File: src/hdl/slic_cfg_defs.vh
// Purpose: constants for the line-interface, ring trip, level meter and FSK setup registers
// Assumes: one 20 MHz clock, command bytes arrive on the same clock
// Notes:   read form has command bit 7 low, write form has it high
//
// Summary of operation
// pin-two data register, one bit per channel
// command byte: bit 7 direction, seven bits code
// pin-one direction bit: 0 input, 1 output
// pin-two direction bit: 0 input, 1 output
// ring output select picks one of five pins
// ring trip enable bit gates trip function
// off-hook taken from input one or two
// off-hook polarity: 0 low, 1 high active
// ring polarity: 0 drives low, 1 drives high
// low result resets zero, bit0 ready flag
// read low first; high read clears ready
// sample count zero passes PCM straight through
// count N meters N frames of 125 us
// three-bit field picks metered channel
// mode bit: compressed copy or linear metering
// level meter on/off bit
// teletax frequency 16 kHz or 12 kHz
// tone invert bit flips dual-tone output
// flag bit count 0 to 255
// data byte count clamps to 64
// zero byte count: mark or stop per setting
// seizure count of '01' pairs, 0 to 510 bits
`ifndef SLIC_CFG_DEFS_VH
`define SLIC_CFG_DEFS_VH

// ==========================================================
// command byte
`define CMD_WRITE_BIT       7
`define CMD_CODE_W          7

// ==========================================================
// register codes
`define REG_PIN_TWO_DATA    7'h2B
`define REG_PIN_ONE_DIR     7'h2C
`define REG_PIN_TWO_DIR     7'h2D
`define REG_RING_TRIP       7'h2E
`define REG_METER_LOW       7'h30
`define REG_METER_HIGH      7'h31
`define REG_METER_COUNT     7'h32
`define REG_METER_TONE      7'h33
`define REG_FSK_FLAG        7'h34
`define REG_FSK_BYTES       7'h35
`define REG_FSK_SEIZURE     7'h36

// ==========================================================
// reset values
`define RST_BYTE            8'h00

// ==========================================================
// ring trip setting fields
`define RT_RING_SEL_LSB     0
`define RT_TRIP_EN_BIT      3
`define RT_HOOK_SEL_BIT     4
`define RT_HOOK_POL_BIT     5
`define RT_RING_POL_BIT     7
`define RING_TO_PIN_ONE     3'h3
`define RING_TO_PIN_TWO     3'h4
`define RING_TO_OUT_ONE     3'h5
`define RING_TO_OUT_TWO     3'h6
`define RING_TO_OUT_THREE   3'h7

// ==========================================================
// meter and tone control fields
`define MT_CH_LSB           0
`define MT_MODE_BIT         3
`define MT_ON_BIT           4
`define MT_TAX_FREQ_BIT     5
`define MT_TONE_INV_BIT     6

// ==========================================================
// FSK limits
`define FSK_MAX_BYTES       8'h40

// ==========================================================
// timing
// half periods of 16 kHz and 12 kHz at 20 MHz, rounded down
`define TAX_HALF_HI         10'h271
`define TAX_HALF_LO         10'h341

`endif

File: src/hdl/slic_ring_meter_fsk_config.v
// Purpose: global command registers for line pins, ring trip, level meter, teletax, tone and FSK setup
// Assumes: host bytes and PCM strobes are synchronous to clk_i; line inputs are asynchronous
// Notes:   PCM strobe marks one 125 us frame sample of the channel given with it
`timescale 1ns/1ps
`include "slic_cfg_defs.vh"

module slic_ring_meter_fsk_config (
  input  wire        clk_i,
  input  wire        rstn_i,
  input  wire        byte_valid_i,
  input  wire [7:0]  byte_i,
  output reg  [7:0]  rd_data_o,
  output reg         rd_valid_o,

  input  wire [7:0]  line_input_one_i,
  input  wire [7:0]  line_input_two_i,

  input  wire [7:0]  line_bidir_pin_one_i,
  input  wire [7:0]  line_bidir_pin_two_i,

  output reg  [7:0]  line_bidir_pin_one_o,
  output reg  [7:0]  line_bidir_pin_one_oe_o,
  output reg  [7:0]  line_bidir_pin_two_o,
  output reg  [7:0]  line_bidir_pin_two_oe_o,

  input  wire [7:0]  pin_one_data_i,
  input  wire [7:0]  out_one_data_i,
  input  wire [7:0]  out_two_data_i,
  input  wire [7:0]  out_three_data_i,

  output reg  [7:0]  line_output_one_o,
  output reg  [7:0]  line_output_two_o,
  output reg  [7:0]  line_output_three_o,

  input  wire [7:0]  ring_request_i,
  output reg  [7:0]  ring_tripped_o,

  input  wire        pcm_strobe_i,
  input  wire [2:0]  pcm_channel_i,
  input  wire [15:0] pcm_linear_i,
  input  wire [7:0]  pcm_comp_i,

  output reg         teletax_o,
  input  wire        tone_i,
  output reg         tone_o,

  input  wire        mark_after_send_i,
  output reg  [7:0]  flag_bit_count_o,
  output reg  [6:0]  data_byte_count_o,
  output reg  [8:0]  seizure_bit_count_o,
  output reg         send_words_o,
  output reg         send_mark_o
);

  // ==========================================================
  // constants
  localparam [9:0] TAX_HALF_HI = `TAX_HALF_HI;
  localparam [9:0] TAX_HALF_LO = `TAX_HALF_LO;

  localparam [1:0] ST_CMD   = 2'h0;
  localparam [1:0] ST_WDATA = 2'h1;

  // ==========================================================
  // registers
  reg [1:0]  state_reg;
  reg [6:0]  code_reg;

  reg [7:0]  pin_two_data_reg;
  reg [7:0]  pin_one_dir_reg;
  reg [7:0]  pin_two_dir_reg;
  reg [7:0]  ring_trip_reg;

  reg [7:0]  meter_low_reg;
  reg [7:0]  meter_high_reg;
  reg [7:0]  meter_count_reg;
  reg [7:0]  meter_tone_reg;
  reg [7:0]  fsk_flag_reg;
  reg [7:0]  fsk_bytes_reg;
  reg [7:0]  fsk_seizure_reg;

  reg [7:0]  in_one_meta_reg;
  reg [7:0]  in_one_reg;
  reg [7:0]  in_two_meta_reg;
  reg [7:0]  in_two_reg;

  reg [7:0]  trip_reg;

  reg [7:0]  frames_reg;
  reg [15:0] peak_reg;
  reg [9:0]  tax_cnt_reg;

  // ==========================================================
  // command decode
  wire       is_write  = byte_i[`CMD_WRITE_BIT];
  wire [6:0] code      = byte_i[6:0];

  wire       code_rw   = (code == `REG_PIN_TWO_DATA) || (code == `REG_PIN_ONE_DIR) ||
                         (code == `REG_PIN_TWO_DIR) || (code == `REG_RING_TRIP) ||
                         (code == `REG_METER_COUNT) || (code == `REG_METER_TONE) ||
                         (code == `REG_FSK_FLAG) || (code == `REG_FSK_BYTES) ||
                         (code == `REG_FSK_SEIZURE);
  wire       cmd_take  = byte_valid_i && (state_reg == ST_CMD);
  wire       rd_take   = cmd_take && !is_write;
  wire       wr_take   = byte_valid_i && (state_reg == ST_WDATA);
  wire       high_read = rd_take && (code == `REG_METER_HIGH);

  // ==========================================================
  // read multiplexer
  // reserved bits read back as zero
  reg [7:0] rd_mux;
  always @* begin
    rd_mux = 8'h00;
    if (code == `REG_PIN_TWO_DATA) begin
      rd_mux = pin_two_data_reg;
    end else if (code == `REG_PIN_ONE_DIR) begin
      rd_mux = pin_one_dir_reg;
    end else if (code == `REG_PIN_TWO_DIR) begin
      rd_mux = pin_two_dir_reg;
    end else if (code == `REG_RING_TRIP) begin
      rd_mux = ring_trip_reg & 8'hBF;
    end else if (code == `REG_METER_LOW) begin
      rd_mux = meter_low_reg;
    end else if (code == `REG_METER_HIGH) begin
      rd_mux = meter_high_reg;
    end else if (code == `REG_METER_COUNT) begin
      rd_mux = meter_count_reg;
    end else if (code == `REG_METER_TONE) begin
      rd_mux = meter_tone_reg & 8'h7F;
    end else if (code == `REG_FSK_FLAG) begin
      rd_mux = fsk_flag_reg;
    end else if (code == `REG_FSK_BYTES) begin
      rd_mux = fsk_bytes_reg;
    end else if (code == `REG_FSK_SEIZURE) begin
      rd_mux = fsk_seizure_reg;
    end
  end

  // ==========================================================
  // host command state machine
  // read-only codes in write form are dropped with no data phase
  always @(posedge clk_i or negedge rstn_i) begin
    if (!rstn_i) begin
      state_reg  <= ST_CMD;
      code_reg   <= 7'h00;
      rd_data_o  <= 8'h00;
      rd_valid_o <= 1'b0;
    end else begin
      rd_valid_o <= rd_take;
      if (rd_take) begin
        rd_data_o <= rd_mux;
      end
      case (state_reg)
        ST_CMD: begin
          if (cmd_take && is_write && code_rw) begin
            state_reg <= ST_WDATA;
            code_reg  <= code;
          end
        end
        // any valid byte ends the data phase, bit 7 included
        ST_WDATA: begin
          if (byte_valid_i) begin
            state_reg <= ST_CMD;
          end
        end
        default: begin
          state_reg <= ST_CMD;
        end
      endcase
    end
  end

  // ==========================================================
  // register file
  always @(posedge clk_i or negedge rstn_i) begin
    if (!rstn_i) begin
      pin_two_data_reg <= `RST_BYTE;
      pin_one_dir_reg  <= `RST_BYTE;
      pin_two_dir_reg  <= `RST_BYTE;
      ring_trip_reg    <= `RST_BYTE;
      meter_count_reg  <= `RST_BYTE;
      meter_tone_reg   <= `RST_BYTE;
      fsk_flag_reg     <= `RST_BYTE;
      fsk_bytes_reg    <= `RST_BYTE;
      fsk_seizure_reg  <= `RST_BYTE;
    end else if (wr_take) begin
      if (code_reg == `REG_PIN_TWO_DATA) begin
        pin_two_data_reg <= byte_i;
      end else if (code_reg == `REG_PIN_ONE_DIR) begin
        pin_one_dir_reg <= byte_i;
      end else if (code_reg == `REG_PIN_TWO_DIR) begin
        pin_two_dir_reg <= byte_i;
      end else if (code_reg == `REG_RING_TRIP) begin
        ring_trip_reg <= byte_i;
      end else if (code_reg == `REG_METER_COUNT) begin
        meter_count_reg <= byte_i;
      end else if (code_reg == `REG_METER_TONE) begin
        meter_tone_reg <= byte_i;
      end else if (code_reg == `REG_FSK_FLAG) begin
        fsk_flag_reg <= byte_i;
      end else if (code_reg == `REG_FSK_BYTES) begin
        fsk_bytes_reg <= byte_i;
      end else if (code_reg == `REG_FSK_SEIZURE) begin
        fsk_seizure_reg <= byte_i;
      end
    end
  end

  // ==========================================================
  // ring trip
  // two flops per line input, the pins are asynchronous
  always @(posedge clk_i or negedge rstn_i) begin
    if (!rstn_i) begin
      in_one_meta_reg <= 8'h00;
      in_one_reg      <= 8'h00;
      in_two_meta_reg <= 8'h00;
      in_two_reg      <= 8'h00;
    end else begin
      in_one_meta_reg <= line_input_one_i;
      in_one_reg      <= in_one_meta_reg;
      in_two_meta_reg <= line_input_two_i;
      in_two_reg      <= in_two_meta_reg;
    end
  end

  // ==========================================================
  // ring routing
  wire [2:0] ring_sel  = ring_trip_reg[`RT_RING_SEL_LSB+2:`RT_RING_SEL_LSB];
  wire       trip_en   = ring_trip_reg[`RT_TRIP_EN_BIT];
  wire [7:0] hook_raw  = ring_trip_reg[`RT_HOOK_SEL_BIT] ? in_two_reg : in_one_reg;
  wire [7:0] offhook   = ring_trip_reg[`RT_HOOK_POL_BIT] ? hook_raw : ~hook_raw;
  wire       ring_on   = ring_trip_reg[`RT_RING_POL_BIT];
  wire [7:0] ringing   = ring_request_i & ~trip_reg;

  wire [7:0] ring_level;
  wire [7:0] trip_next;
  wire [7:0] pin_one_next;
  wire [7:0] pin_two_next;
  wire [7:0] out_one_next;
  wire [7:0] out_two_next;
  wire [7:0] out_three_next;
  genvar ch;
  generate
    for (ch = 0; ch < 8; ch = ch + 1) begin : g_chan
      // a trip holds until ringing is withdrawn, so the line cannot re-ring by itself
      assign trip_next[ch]      = (trip_en && ring_request_i[ch] && offhook[ch]) ||
                                  (trip_reg[ch] && ring_request_i[ch]);
      assign ring_level[ch]     = ringing[ch] ? ring_on : ~ring_on;
      assign pin_one_next[ch]   = (ring_sel == `RING_TO_PIN_ONE) ? ring_level[ch] : pin_one_data_i[ch];
      assign pin_two_next[ch]   = (ring_sel == `RING_TO_PIN_TWO) ? ring_level[ch] : pin_two_data_reg[ch];
      assign out_one_next[ch]   = (ring_sel == `RING_TO_OUT_ONE) ? ring_level[ch] : out_one_data_i[ch];
      assign out_two_next[ch]   = (ring_sel == `RING_TO_OUT_TWO) ? ring_level[ch] : out_two_data_i[ch];
      assign out_three_next[ch] = (ring_sel == `RING_TO_OUT_THREE) ? ring_level[ch] : out_three_data_i[ch];
    end
  endgenerate

  // pad inputs are read back outside this block
  // ==========================================================
  // pin outputs
  always @(posedge clk_i or negedge rstn_i) begin
    if (!rstn_i) begin
      trip_reg                <= 8'h00;
      ring_tripped_o          <= 8'h00;
      line_bidir_pin_one_o    <= 8'h00;
      line_bidir_pin_one_oe_o <= 8'h00;
      line_bidir_pin_two_o    <= 8'h00;
      line_bidir_pin_two_oe_o <= 8'h00;
      line_output_one_o       <= 8'h00;
      line_output_two_o       <= 8'h00;
      line_output_three_o     <= 8'h00;
    end else begin
      trip_reg                <= trip_next;
      ring_tripped_o          <= trip_next;
      line_bidir_pin_one_o    <= pin_one_next;
      line_bidir_pin_one_oe_o <= pin_one_dir_reg;
      line_bidir_pin_two_o    <= pin_two_next;
      line_bidir_pin_two_oe_o <= pin_two_dir_reg;
      line_output_one_o       <= out_one_next;
      line_output_two_o       <= out_two_next;
      line_output_three_o     <= out_three_next;
    end
  end

  // ==========================================================
  // level meter
  wire        meter_on   = meter_tone_reg[`MT_ON_BIT];
  wire        meter_lin  = meter_tone_reg[`MT_MODE_BIT];
  wire [2:0]  meter_ch   = meter_tone_reg[`MT_CH_LSB+2:`MT_CH_LSB];

  wire        sample_hit = meter_on && pcm_strobe_i && (pcm_channel_i == meter_ch);
  wire [15:0] magnitude  = pcm_linear_i[15] ? (16'h0000 - pcm_linear_i) : pcm_linear_i;

  wire [15:0] peak_next  = (magnitude > peak_reg) ? magnitude : peak_reg;
  wire        window_end = (frames_reg == meter_count_reg - 8'h01);

  // peak of the magnitude is kept instead of a mean, which would need a divider
  always @(posedge clk_i or negedge rstn_i) begin
    if (!rstn_i) begin
      meter_low_reg  <= `RST_BYTE;
      meter_high_reg <= `RST_BYTE;
      frames_reg     <= 8'h00;
      peak_reg       <= 16'h0000;
    end else begin
      // a new result in the same cycle wins over the clear
      if (high_read) begin
        meter_low_reg[0] <= 1'b0;
      end
      if (!meter_on) begin
        frames_reg <= 8'h00;
        peak_reg   <= 16'h0000;
      end else if (sample_hit) begin
        if (!meter_lin) begin
          meter_high_reg <= pcm_comp_i;
          meter_low_reg  <= 8'h01;
        end else if (meter_count_reg == 8'h00) begin
          meter_high_reg <= pcm_linear_i[15:8];
          meter_low_reg  <= {pcm_linear_i[7:1], 1'b1};
        end else if (window_end) begin
          meter_high_reg <= peak_next[15:8];
          meter_low_reg  <= {peak_next[7:1], 1'b1};
          frames_reg     <= 8'h00;
          peak_reg       <= 16'h0000;
        end else begin
          frames_reg <= frames_reg + 8'h01;
          peak_reg   <= peak_next;
        end
      end
    end
  end

  // ==========================================================
  // teletax and tone
  wire [9:0] tax_half = meter_tone_reg[`MT_TAX_FREQ_BIT] ? TAX_HALF_LO : TAX_HALF_HI;

  always @(posedge clk_i or negedge rstn_i) begin
    if (!rstn_i) begin
      tax_cnt_reg <= 10'h000;
      teletax_o   <= 1'b0;
      tone_o      <= 1'b0;
    end else begin
      tone_o <= tone_i ^ meter_tone_reg[`MT_TONE_INV_BIT];
      // a frequency change may cut the half in flight short
      if (tax_cnt_reg >= tax_half - 10'h001) begin
        tax_cnt_reg <= 10'h000;
        teletax_o   <= ~teletax_o;
      end else begin
        tax_cnt_reg <= tax_cnt_reg + 10'h001;
      end
    end
  end

  // ==========================================================
  // FSK lengths
  wire [7:0] bytes_eff = (fsk_bytes_reg > `FSK_MAX_BYTES) ? `FSK_MAX_BYTES : fsk_bytes_reg;
  wire       words_next = (bytes_eff != 8'h00);
  wire       mark_next  = !words_next && mark_after_send_i;

  always @(posedge clk_i or negedge rstn_i) begin
    if (!rstn_i) begin
      flag_bit_count_o    <= 8'h00;
      data_byte_count_o   <= 7'h00;
      seizure_bit_count_o <= 9'h000;
      send_words_o        <= 1'b0;
      send_mark_o         <= 1'b0;
    end else begin
      flag_bit_count_o    <= fsk_flag_reg;
      data_byte_count_o   <= bytes_eff[6:0];
      seizure_bit_count_o <= {fsk_seizure_reg, 1'b0};
      send_words_o        <= words_next;
      send_mark_o         <= mark_next;
    end
  end

endmodule // slic_ring_meter_fsk_config

File: config.mk
export PLATFORM = sky130hd
export DESIGN_NAME = slic_ring_meter_fsk_config
export DESIGN_NICKNAME = d
export VERILOG_FILES = /design/src/hdl/slic_ring_meter_fsk_config.v
export VERILOG_INCLUDE_DIRS = /design/src /design/src/hdl
export SDC_FILE = /design/constraint.sdc
export NUM_CORES = 1
export LEC_CHECK = 0
export BUFFER_PORTS_ARGS = -buffer_cell sky130_fd_sc_hd__buf_2
export CAP_MARGIN = 20
export CELL_PAD_IN_SITES_DETAIL_PLACEMENT = 0
export CELL_PAD_IN_SITES_GLOBAL_PLACEMENT = 2
export CORE_ASPECT_RATIO = 1.5
export CORE_UTILIZATION = 36
export DETAILED_ROUTE_END_ITERATION = 16
export GPL_ROUTABILITY_DRIVEN = 0
export GPL_TIMING_DRIVEN = 0
export HOLD_SLACK_MARGIN = 0.05
export PLACE_DENSITY_LB_ADDON = 0.1
export SETUP_SLACK_MARGIN = 0.15
export SKIP_LAST_GASP = 1
export SYNTH_ARGS = -nofsm -noshare
export SYNTH_HDL_FRONTEND = slang
export SYNTH_SLANG_ARGS = --single-unit
File: constraint.sdc
create_clock -name clk_i -period 2.86 [get_ports clk_i]
set_input_delay 0.858 -clock clk_i [delete_from_list [all_inputs] [get_ports clk_i]]
set_output_delay 0.858 -clock clk_i [all_outputs]
set_load 0.02 [all_outputs]
==> qor.txt, run 1 <==
Number of buffers inserted for hold repair after clock tree synthesis - 0
Starting utilization of the core area - 36.8%
Maximum buffer depth of the clock tree - 3
Area of all placed cells without fillers - 15100 um2
Total inserted antenna cells - 0
Global-route wire length before repair - 53.6 mm
Clock tree from TritonCTS - yes
Number of cells on the worst reg-to-reg path - 15
Number of distinct library cells after synthesis - 73
Clock sink count - 260
Core Rows - 80
Die Ht - 223 um
Amount of wire on met3 after detailed routing - 1.72 mm
EDFF count, synth - 0
Final clock period utilization by the worst path - 136%
Endpoints failing setup - 31
Reg-to-reg slack, setup - 0.12 ns
Share of final-layout standard cells stronger than drive strength 1 - 30.0%
Area Overhead vs Synth - 28.2%
Data arrival time of the critical path - 4.35 ns
Placed cell area - 13400 um2
Number of buffers inserted by port buffering - 194
Skew-Pair Late Insertion Delay - 0.54 ns
Clock tree skew after final layout - 0.0139 ns
Post-detailed-route wirelength per cell - 19.7 um
Pin slew with the least headroom to its limit - 0.854 ns
Die area - 33400 um2
Avg Synthesized Cell Area - 10.8 um2
Worst hold path type - in2async
Layout Utilization - 47.2%
Top sig layer - met5
Fill cell instance count of the final layout - 3066
Worst reg2reg startpoint - meter_count_reg[0]$_DFFE_PN0P_
Number of flip-flops in the largest register - 16
Result of the run - finished with violations
Post-synthesis cell count - 1085
Most common cell after layout, fill and taps aside - dfrtp_1
Clock transition at the registers of the reported paths - 0.06 ns
I/O pin cnt - 214
Kind of critical path - in2reg
Nets - 1500
Largest fanout on the critical path - 5
Largest cells by area after synthesis - dfrtp_1 55%, mux2_2 5.0%, o21ai_0 4.8%, nand2_1 3.7%, xnor2_1 2.7%
Clock H-tree levels - 1
Unrepaired setup endpoints after global routing - yes
Width of the die - 149 um
First-pass iteration count of the detailed router - 4
Minimum hold slack - 0.248 ns
Amount of wire on met2 after detailed routing - 18.2 mm
Proportion of synthesized chip area in sequential cells - 55.4%
Max-slew violation total from the final report - 0
M1 WL - 13.9 mm
Worst relative slew slack - 42.7%
Core area - 31900 um2
DRC Markers - 0
Placement-stage worst setup slack - -1.82 ns
Fraction of registers with async set or reset after synthesis - 100%
Power density over cell area - 544 nW/um2
Starting DRC count in detailed routing - 358
Smallest setup slack after layout - -1.02 ns
Period minus WS final - 3.88 ns
Buffer type at the clock tree root - clkbuf_16
Number of synthesized register bits - 260
Via count of the first global-routing pass - 9204
Total wire length - 35.4 mm
Synth top area share - 55.4%
Vias - 9015
Nets in the synthesized netlist - 1222
R2r endpoint - peak_reg[0]$_DFFE_PN0P_
Congestion Overflow GR - 0
Count of endpoints failing hold in the final timing report - 0
Antenna violations before repair - 3
Estimated wirelength of the detail-placed design - 25.9 mm
Top cell type by total area after synthesis - dfrtp_1
Number of CTS-inserted buffers - 26
Max Clk Rate - 0.257 GHz
Peak VDD IR - 0.000320 V
Largest net degree at the start of global routing - 115
Tot GR Track Use - 21.3%
Detail-routed via count per cell - 5.03
Commonest cells after routing, fill and taps aside - 257 x dfrtp_1, 194 x buf_2, 111 x nand2_1
Max-cap violation count - 0
Leak - 7.16 nW
Dominant synthesized flop cell - dfrtp_1
Total power of the final layout - 8.20 mW
Critical path required time - 3.32 ns
YS warnings - 0
Post-synthesis instance area - 11700 um2
Violations in the final reports - setup timing
Kind of end point of the critical path - register
Startpoint types - primary input
Antenna-violating nets left - 0
how the worst max path moves through the flow:
stage	start	end	depth (start not counted)
6_report	pcm_linear_i[8]	meter_high_reg[6]$_DFFE_PN0P_	14
5_1_grt	pcm_linear_i[8]	meter_high_reg[6]$_DFFE_PN0P_	14
4_1_cts	pcm_linear_i[9]	peak_reg[5]$_DFFE_PN0P_	15
3_5_place_dp	pcm_linear_i[0]	peak_reg[13]$_DFFE_PN0P_	17
3_3_place_gp	rstn_i	teletax_o$_DFFE_PN0N_	1
2_1_floorplan	pcm_linear_i[8]	peak_reg[8]$_DFFE_PN0P_	14
kinds of logic (layout without fill, tap and decap cells):
kind of cell | Yosys count | after routing | synth area share (%)
AND/OR/NAND/NOR | 311 | 311 | 13.4
flip-flops | 260 | 260 | 55.4
AO/OA/AOI/OAI | 259 | 259 | 14.0
buffers and inverters | 101 | 399 | 3.44
multiplexers | 78 | 78 | 7.41
XOR/XNOR | 51 | 51 | 3.80
adder cells (fa/ha/maj) | 24 | 24 | 2.56
other | 1 | 1 | 0.0319
metrics by stage:
stage / setup TNS [ns] / cells
finish: -29.63 / 1793
global route: -32.70 / 1793
CTS: -31.60 / 1775
detailed placement: -58.66 / 1691
global placement: -1069.65 / 1689
floorplan: -32.15 / 1085
where the power goes:
part	internal [mW]	switching, mW	total (mW)
logic	0.344	0.513	0.858
registers	3.77	0.0488	3.82
clock network	2.04	1.47	3.52
total	6.16	2.04	8.20
final cells by class:
| type | instances | area [um2] | share of cell area (%) |
|---|---|---|---|
| buffer | 56 | 263 | 1.75 |
| clock buffer | 37 | 763 | 5.07 |
| clock inverter | 11 | 119 | 0.789 |
| inverter | 45 | 169 | 1.12 |
| multi-input combinational | 724 | 5130 | 34.1 |
| sequential | 260 | 6510 | 43.2 |
| tap | 410 | 513 | 3.41 |
| timing repair buffer | 250 | 1590 | 10.5 |
per-layer routing:
metal	track usage (%)	up-vias
met1	24.8	4306
met3	3.01	78
met5	0	-
met4	8.99	6
met2	38.3	246
li1	-	4379
cell usage after synthesis, types with 4 or more instances:
| library cell | count |
|---|---|
| buf_2 | 4 |
| and3_1 | 5 |
| a22o_1 | 21 |
| nand4_1 | 9 |
| nor2_1 | 46 |
| or4_1 | 6 |
| nor3_1 | 13 |
| nand3_1 | 32 |
| o221ai_1 | 4 |
| o21ai_0 | 113 |
| mux2_2 | 52 |
| o211ai_1 | 7 |
| xnor2_1 | 36 |
| nand3b_1 | 4 |
| nor2b_1 | 20 |
| a211oi_1 | 10 |
| a31oi_1 | 13 |
| clkbuf_1 | 46 |
| dfrtp_1 | 260 |
| a21o_1 | 4 |
| o22ai_1 | 7 |
| inv_1 | 43 |
| nand2_1 | 115 |
| a21oi_1 | 40 |
| o31ai_1 | 6 |
| nor3b_1 | 5 |
| or3_1 | 8 |
| a221o_1 | 8 |
| nand2b_1 | 18 |
| xor2_1 | 15 |
| ha_1 | 24 |
| mux2i_1 | 24 |
| nor4bb_1 | 4 |
| and2_1 | 9 |
critical path: stages:
cell	delay, ns
buf_8	0.10
or4_4	0.55
or3_4	0.38
o31ai_4	0.20
xor2_1	0.22
inv_1	0.10
ha_1	0.30
nand4_1	0.17
a211o_1	0.29
a41o_4	0.28
a21oi_4	0.30
nor2_4	0.09
a221o_1	0.33
a31oi_1	0.16
timing repair:
action | 4_1_cts | 5_1_grt
resized for setup | 41 | 56
cloned | 3 | 0
endpoints found under the setup margin | 44 | 44
setup buffers | 33 | 18
pin swaps | 36 | 27
No activity file was read; power rests on OpenSTA's default activity.
==> run 2, diff against run 1 <==
--- a/config.mk
+++ b/config.mk
@@ -11,7 +11,8 @@
 export CELL_PAD_IN_SITES_DETAIL_PLACEMENT = 0
 export CELL_PAD_IN_SITES_GLOBAL_PLACEMENT = 2
 export CORE_ASPECT_RATIO = 1.5
-export CORE_UTILIZATION = 36
+export CORE_UTILIZATION = 37
+export CTS_BUF_LIST = sky130_fd_sc_hd__clkbuf_4 sky130_fd_sc_hd__clkbuf_8
 export DETAILED_ROUTE_END_ITERATION = 16
 export GPL_ROUTABILITY_DRIVEN = 0
 export GPL_TIMING_DRIVEN = 0
==> qor.txt, run 2 (synthesis results as in run 1) <==
Period minus WS final - 3.82 ns (-0.0639 ns)
Number of buffers inserted by port buffering - 194 (unchanged)
Width of the die - 147 um (-1.3%)
Skew-Pair Late Insertion Delay - 0.55 ns (about the same)
Commonest cells after routing, fill and taps aside - 258 x dfrtp_1, 196 x buf_2, 111 x nand2_1
Tot GR Track Use - 21.5% (+0.28 points)
First-pass iteration count of the detailed router - 4 (unchanged)
Vias - 9064 (+0.54%)
Fill cell instance count of the final layout - 2974 (-3.0%)
Number of buffers inserted for hold repair after clock tree synthesis - 0 (unchanged)
Number of CTS-inserted buffers - 41 (+58%)
Amount of wire on met3 after detailed routing - 1.76 mm (+2.1%)
Clock transition at the registers of the reported paths - 0.07 ns (about the same)
M1 WL - 13.7 mm (-1.6%)
Minimum hold slack - 0.263 ns (+0.0152 ns)
Die area - 32500 um2 (-2.7%)
Worst relative slew slack - 40.7% (-2.0 points)
Smallest setup slack after layout - -0.961 ns (+0.0639 ns)
I/O pin cnt - 214 (unchanged)
Die Ht - 220 um (-1.3%)
Violations in the final reports - setup timing
Estimated wirelength of the detail-placed design - 25.5 mm (-1.6%)
Top sig layer - met5
Power density over cell area - 544 nW/um2 (about the same)
Count of endpoints failing hold in the final timing report - 0 (unchanged)
Largest net degree at the start of global routing - 114 (-0.87%)
Starting utilization of the core area - 37.7% (+0.94 points)
Worst hold path type - in2async
Endpoints failing setup - 31 (unchanged)
Layout Utilization - 47.8% (+0.62 points)
Clock network fraction of total power - 42.6% (-0.3 points)
Maximum buffer depth of the clock tree - 3 (unchanged)
Peak VDD IR - 0.000265 V (-17%)
Comb power frac - 10.2% (-0.3 points)
Clock H-tree levels - 2 (+1)
Clock tree skew after final layout - 0.0165 ns (+0.00254 ns)
Final clock period utilization by the worst path - 134% (-2.2 points)
Total wire length - 34.8 mm (-1.6%)
Antenna-violating nets left - 0 (unchanged)
Placed cell area - 13300 um2 (about the same)
Amount of wire on met2 after detailed routing - 18.3 mm (+0.63%)
Result of the run - finished with violations
DRC Markers - 0 (unchanged)
Starting DRC count in detailed routing - 312 (-13%)
Max-cap violation count - 0 (unchanged)
Pin slew with the least headroom to its limit - 0.890 ns (+0.0355 ns)
Leak - 7.12 nW (-0.49%)
Most common cell after layout, fill and taps aside - dfrtp_1
Core area - 31100 um2 (-2.5%)
Unrepaired setup endpoints after global routing - yes
Kind of critical path - in2reg
Detail-routed via count per cell - 5.06 (+0.54%)
Kind of end point of the critical path - register
Net switching power figure - 2.02 mW (-0.54%)
Area of all placed cells without fillers - 14900 um2 (-1.2%)
Count of placed standard cells including taps - 1686 (-0.30%)
Part of the power in registers - 47.2% (+0.6 points)
Aggregate negative setup slack - -27.59 ns (+2.04 ns)
Antenna violations before repair - 3 (unchanged)
Area of the multi-input gates - 5170 um2 (+0.68%)
Max Clk Rate - 0.262 GHz (+1.7%)
Critical path required time - 3.32 ns (about the same)
Non-Filler Instances - 1793 (unchanged)
Share of final-layout standard cells stronger than drive strength 1 - 30.9% (+0.90 points)
Congestion Overflow GR - 0 (unchanged)
Number of flip-flops in the largest register - 16 (unchanged)
Post-detailed-route wirelength per cell - 19.4 um (-1.6%)
Buffer type at the clock tree root - clkbuf_8
Switching fraction of total power - 25.0% (+0.16 points)
Via count of the first global-routing pass - 9074 (-1.4%)
Nets - 1493 (-0.47%)
Core Rows - 79 (-1.3%)
Sequential Area - 6510 um2 (about the same)
Area Overhead vs Synth - 26.6%
Startpoint types - primary input
Largest fanout on the critical path - 4 (-1)
Clock tree from TritonCTS - yes
Max-slew violation total from the final report - 0 (unchanged)
Data arrival time of the critical path - 4.28 ns (-0.07 ns)
Total inserted antenna cells - 0 (unchanged)
Internal portion of total power - 6.07 mW (-1.4%)
Clock sink count - 260 (unchanged)
Global-route wire length before repair - 52.8 mm (-1.6%)
run 2: changes by cell type in the layout (fill, tap and decap cells not counted), moves of 3 or more:
cell / delta
clkbuf_16: -27
clkbuf_4: +13
buf_4: -9
buf_6: -13
clkinvlp_4: -3
clkbuf_1: -6
clkbuf_8: +50
run 2: final timing paths:
kind,start,to,slack (ns),depth (start not counted)
max,pcm_linear_i[8],meter_low_reg[1]$_DFFE_PN0P_,-0.96,17
min,rstn_i,send_mark_o$_DFF_PN0_,0.26,1
max reg2reg,meter_count_reg[0]$_DFFE_PN0P_,meter_high_reg[3]$_DFFE_PN0P_,-0.08,11
min reg2reg,in_two_meta_reg[2]$_DFF_PN0_,in_two_reg[2]$_DFF_PN0_,0.35,0
max in group asynchronous,rstn_i,frames_reg[4]$_DFFE_PN0P_,1.23,3
min in group clk_i,in_two_meta_reg[2]$_DFF_PN0_,in_two_reg[2]$_DFF_PN0_,0.35,0
run 2: layout make-up:
| cell class | instances | share of cell area, % |
|---|---|---|
| flip-flops and latches | 260 | 43.8 |
| multi-input cells | 724 | 34.7 |
| repair buffers | 228 | 9.08 |
| clock buffers | 68 | 5.75 |
| well taps | 405 | 3.41 |
| plain buffers | 56 | 1.71 |
| inverters | 45 | 1.14 |
| clock inverters | 7 | 0.421 |
run 2: stage by stage:
step	total power [mW]	setup slack, ns
4_1_cts	8.19	-0.910
3_3_place_gp	4.59	-3.93
6_report	8.10	-0.961
3_5_place_dp	4.61	-1.80
2_1_floorplan	4.25	-1.13
5_1_grt	8.45	-1.02
run 2: layer usage:
layer  vias to the layer above  GRT usage (%)
met3                        60           3.98
li1                       4384              -
met1                      4359           24.5
met2                       255           39.8
met5                         -              0
met4                         6           8.21
run 2: power by group through the flow:
stage | clock, mW | combinational [mW] | sequential [mW]
finish | 3.45 | 0.828 | 3.82
global route | 3.72 | 0.905 | 3.83
CTS | 3.57 | 0.791 | 3.82
detailed placement | 0 | 0.718 | 3.89
global placement | 0 | 0.707 | 3.89
floorplan | 0 | 0.322 | 3.93
run 2: what timing repair did:
item                       CTS  global route
pin swaps                   25            25
setup endpoints to repair   41            40
setup buffers               15            15
resized for setup           49            33
cloned                       1             0
run 2: critical path, cell delays in order:
cell	delay [ns]
buf_8	0.10
or4_4	0.54
or3_4	0.38
o31ai_4	0.18
xor2_1	0.22
inv_1	0.09
ha_1	0.28
nand4_1	0.17
buf_6	0.18
nor4_4	0.33
a21oi_4	0.07
buf_6	0.15
buf_6	0.11
buf_6	0.12
a211oi_2	0.20
o21ai_1	0.11
a211oi_1	0.20
==> run 3, diff against run 2 <==
--- a/config.mk
+++ b/config.mk
@@ -18,6 +18,7 @@
 export GPL_TIMING_DRIVEN = 0
 export HOLD_SLACK_MARGIN = 0.05
 export PLACE_DENSITY_LB_ADDON = 0.1
+export REMOVE_ABC_BUFFERS = 1
 export SETUP_SLACK_MARGIN = 0.15
 export SKIP_LAST_GASP = 1
 export SYNTH_ARGS = -nofsm -noshare
==> qor.txt, run 3 (synthesis results as in run 1) <==
Die Ht - 220 um (unchanged)
Unrepaired setup endpoints after global routing - yes
Antenna-violating nets left - 0 (unchanged)
Commonest cells after routing, fill and taps aside - 258 x dfrtp_1, 192 x buf_2, 111 x nand2_1
Number of cells on the worst reg-to-reg path - 10 (-1)
Switching fraction of total power - 25.5% (+0.51 points)
Area Overhead vs Synth - 25.1%
Antenna violations before repair - 0 (-3)
Congestion Overflow GR - 0 (unchanged)
Tot GR Track Use - 21.2% (-0.30 points)
Startpoint types - primary input
Most common cell after layout, fill and taps aside - dfrtp_1
Total inserted antenna cells - 0 (unchanged)
Clock tree from TritonCTS - yes
Fill cell instance count of the final layout - 2988 (+0.47%)
Buffer type at the clock tree root - clkbuf_8
Nets - 1451 (-2.8%)
Share of final-layout standard cells stronger than drive strength 1 - 32.1% (+1.2 points)
Power density over cell area - 537 nW/um2 (-1.4%)
Core area - 31100 um2 (unchanged)
Largest fanout on the critical path - 3 (-1)
Placement-stage worst setup slack - -2.31 ns (-0.504 ns)
Result of the run - finished with violations
Count of endpoints failing hold in the final timing report - 0 (unchanged)
Period minus WS final - 3.84 ns (+0.0178 ns)
Net switching power figure - 2.01 mW (-0.62%)
Via count of the first global-routing pass - 9056 (-0.20%)
Vias - 8924 (-1.5%)
Clock network fraction of total power - 40.8% (-1.8 points)
Clock H-tree levels - 2 (unchanged)
Pin slew with the least headroom to its limit - 1.06 ns (+0.165 ns)
Post-detailed-route wirelength per cell - 19.5 um (+0.58%)
Number of buffers inserted by port buffering - 196 (+1.0%)
Clock transition at the registers of the reported paths - 0.06 ns (about the same)
Starting utilization of the core area - 37.7% (unchanged)
Data arrival time of the critical path - 4.28 ns (about the same)
Worst relative slew slack - 29.7% (-11 points)
Endpoints failing setup - 31 (unchanged)
Placed cell area - 13100 um2 (-1.9%)
Total power of the final layout - 7.89 mW (-2.6%)
Number of CTS-inserted buffers - 42 (+2.4%)
Detail-routed via count per cell - 5.12 (+1.3%)
Final clock period utilization by the worst path - 134% (+0.62 points)
Kind of end point of the critical path - register
I/O pin cnt - 214 (unchanged)
Sequential Area - 6510 um2 (unchanged)
Max-cap violation count - 0 (unchanged)
Kind of critical path - in2reg
Starting DRC count in detailed routing - 318 (+1.9%)
Area of the multi-input gates - 5240 um2 (+1.4%)
Leak - 7.03 nW (-1.3%)
Worst hold path type - in2async
Violations in the final reports - setup timing
Estimated wirelength of the detail-placed design - 23.9 mm (-6.4%)
DRC Markers - 0 (unchanged)
Max Clk Rate - 0.261 GHz (-0.46%)
Reg-to-reg slack, setup - 0.08 ns (+0.16 ns)
Total wire length - 34.0 mm (-2.3%)
Internal portion of total power - 5.87 mW (-3.3%)
Number of flip-flops in the largest register - 16 (unchanged)
First-pass iteration count of the detailed router - 5 (+1)
Max-slew violation total from the final report - 0 (unchanged)
Part of the power in registers - 48.5% (+1.3 points)
Peak VDD IR - 0.000360 V (+36%)
Die area - 32500 um2 (unchanged)
Aggregate negative setup slack - -27.77 ns (-0.182 ns)
Comb power frac - 10.6% (+0.4 points)
Smallest setup slack after layout - -0.979 ns (-0.0178 ns)
Area of all placed cells without fillers - 14700 um2 (-1.2%)
Maximum buffer depth of the clock tree - 3 (unchanged)
Clock tree skew after final layout - 0.0143 ns (-0.00223 ns)
Largest net degree at the start of global routing - 120 (+5.3%)
Global-route wire length before repair - 52.5 mm (-0.48%)
Width of the die - 147 um (unchanged)
Core Rows - 79 (unchanged)
Clock sink count - 260 (unchanged)
Skew-Pair Late Insertion Delay - 0.56 ns (about the same)
Critical path required time - 3.31 ns (about the same)
==> run 3: changes by cell type in the layout (fill, tap and decap cells not counted), sizes merged <==
cell,change
clkbuf,-52
o211a,+1
inv,+3
clkdlybuf4s18,+1
buf,-1
clkinv,-2
clkinvlp,-1
==> run 3: power groups by stage <==
stage | sequential [mW] | clock (mW) | combinational [mW]
final | 3.83 | 3.22 | 0.840
after global routing | 3.84 | 3.50 | 0.922
after CTS | 3.83 | 3.35 | 0.810
after detailed placement | 3.89 | 0 | 0.693
after global placement | 3.89 | 0 | 0.675
after floorplan | 3.93 | 0 | 0.275
==> run 3: repair_timing <==
item,CTS,global route
pin swaps,33,18
setup buffers,29,7
setup endpoints to repair,43,45
gates resized for setup,68,28
hold buffers,0,0
gates cloned,2,1
==> run 3: final cells by class <==
| class | count | share of cell area (%) |
|---|---|---|
| multi-input combinational | 725 | 35.7 |
| sequential | 260 | 44.3 |
| timing repair buffer | 240 | 9.87 |
| tap | 405 | 3.45 |
| clock inverter | 7 | 0.519 |
| clock buffer | 60 | 5.07 |
| inverter | 45 | 1.15 |
==> run 3: critical path, stage by stage <==
cell	delay [ns]
buf_8	0.09
or4_4	0.53
or3_4	0.38
o31ai_4	0.20
xor2_1	0.23
inv_1	0.12
buf_4	0.14
buf_4	0.12
buf_4	0.12
buf_4	0.12
buf_4	0.12
buf_4	0.12
buf_4	0.13
buf_4	0.12
buf_4	0.12
buf_4	0.12
buf_4	0.12
buf_4	0.12
buf_4	0.12
buf_4	0.12
a22o_1	0.17
==> run 3: worst paths after layout <==
| path | from | end |
|---|---|---|
| setup / recovery | pcm_linear_i[8] | peak_reg[12]$_DFFE_PN0P_ |
| hold / removal | rstn_i | line_bidir_pin_one_o[0]$_DFF_PN0_ |
| setup reg to reg | meter_count_reg[0]$_DFFE_PN0P_ | peak_reg[12]$_DFFE_PN0P_ |
| hold reg to reg | in_one_meta_reg[0]$_DFF_PN0_ | in_one_reg[0]$_DFF_PN0_ |
| max in group asynchronous | rstn_i | meter_count_reg[1]$_DFFE_PN0P_ |
| min in group clk_i | in_one_meta_reg[0]$_DFF_PN0_ | in_one_reg[0]$_DFF_PN0_ |
==> run 3: per-stage QoR <==
stage	cells	hold WS, ns	utilization, %
2_1_floorplan	1029	0.331	-
6_report	1742	0.215	47.2
3_5_place_dp	1635	0.335	42.0
3_3_place_gp	1630	0.332	41.7
4_1_cts	1733	0.191	46.4
5_1_grt	1742	0.216	47.2
==> run 3: metal layers <==
metal / wire length, um / GRT usage [%]
met3: 1310 / 3.36
met1: 13500 / 23.9
met5: 0 / 0
met2: 17800 / 38.9
met4: 1360 / 10.3
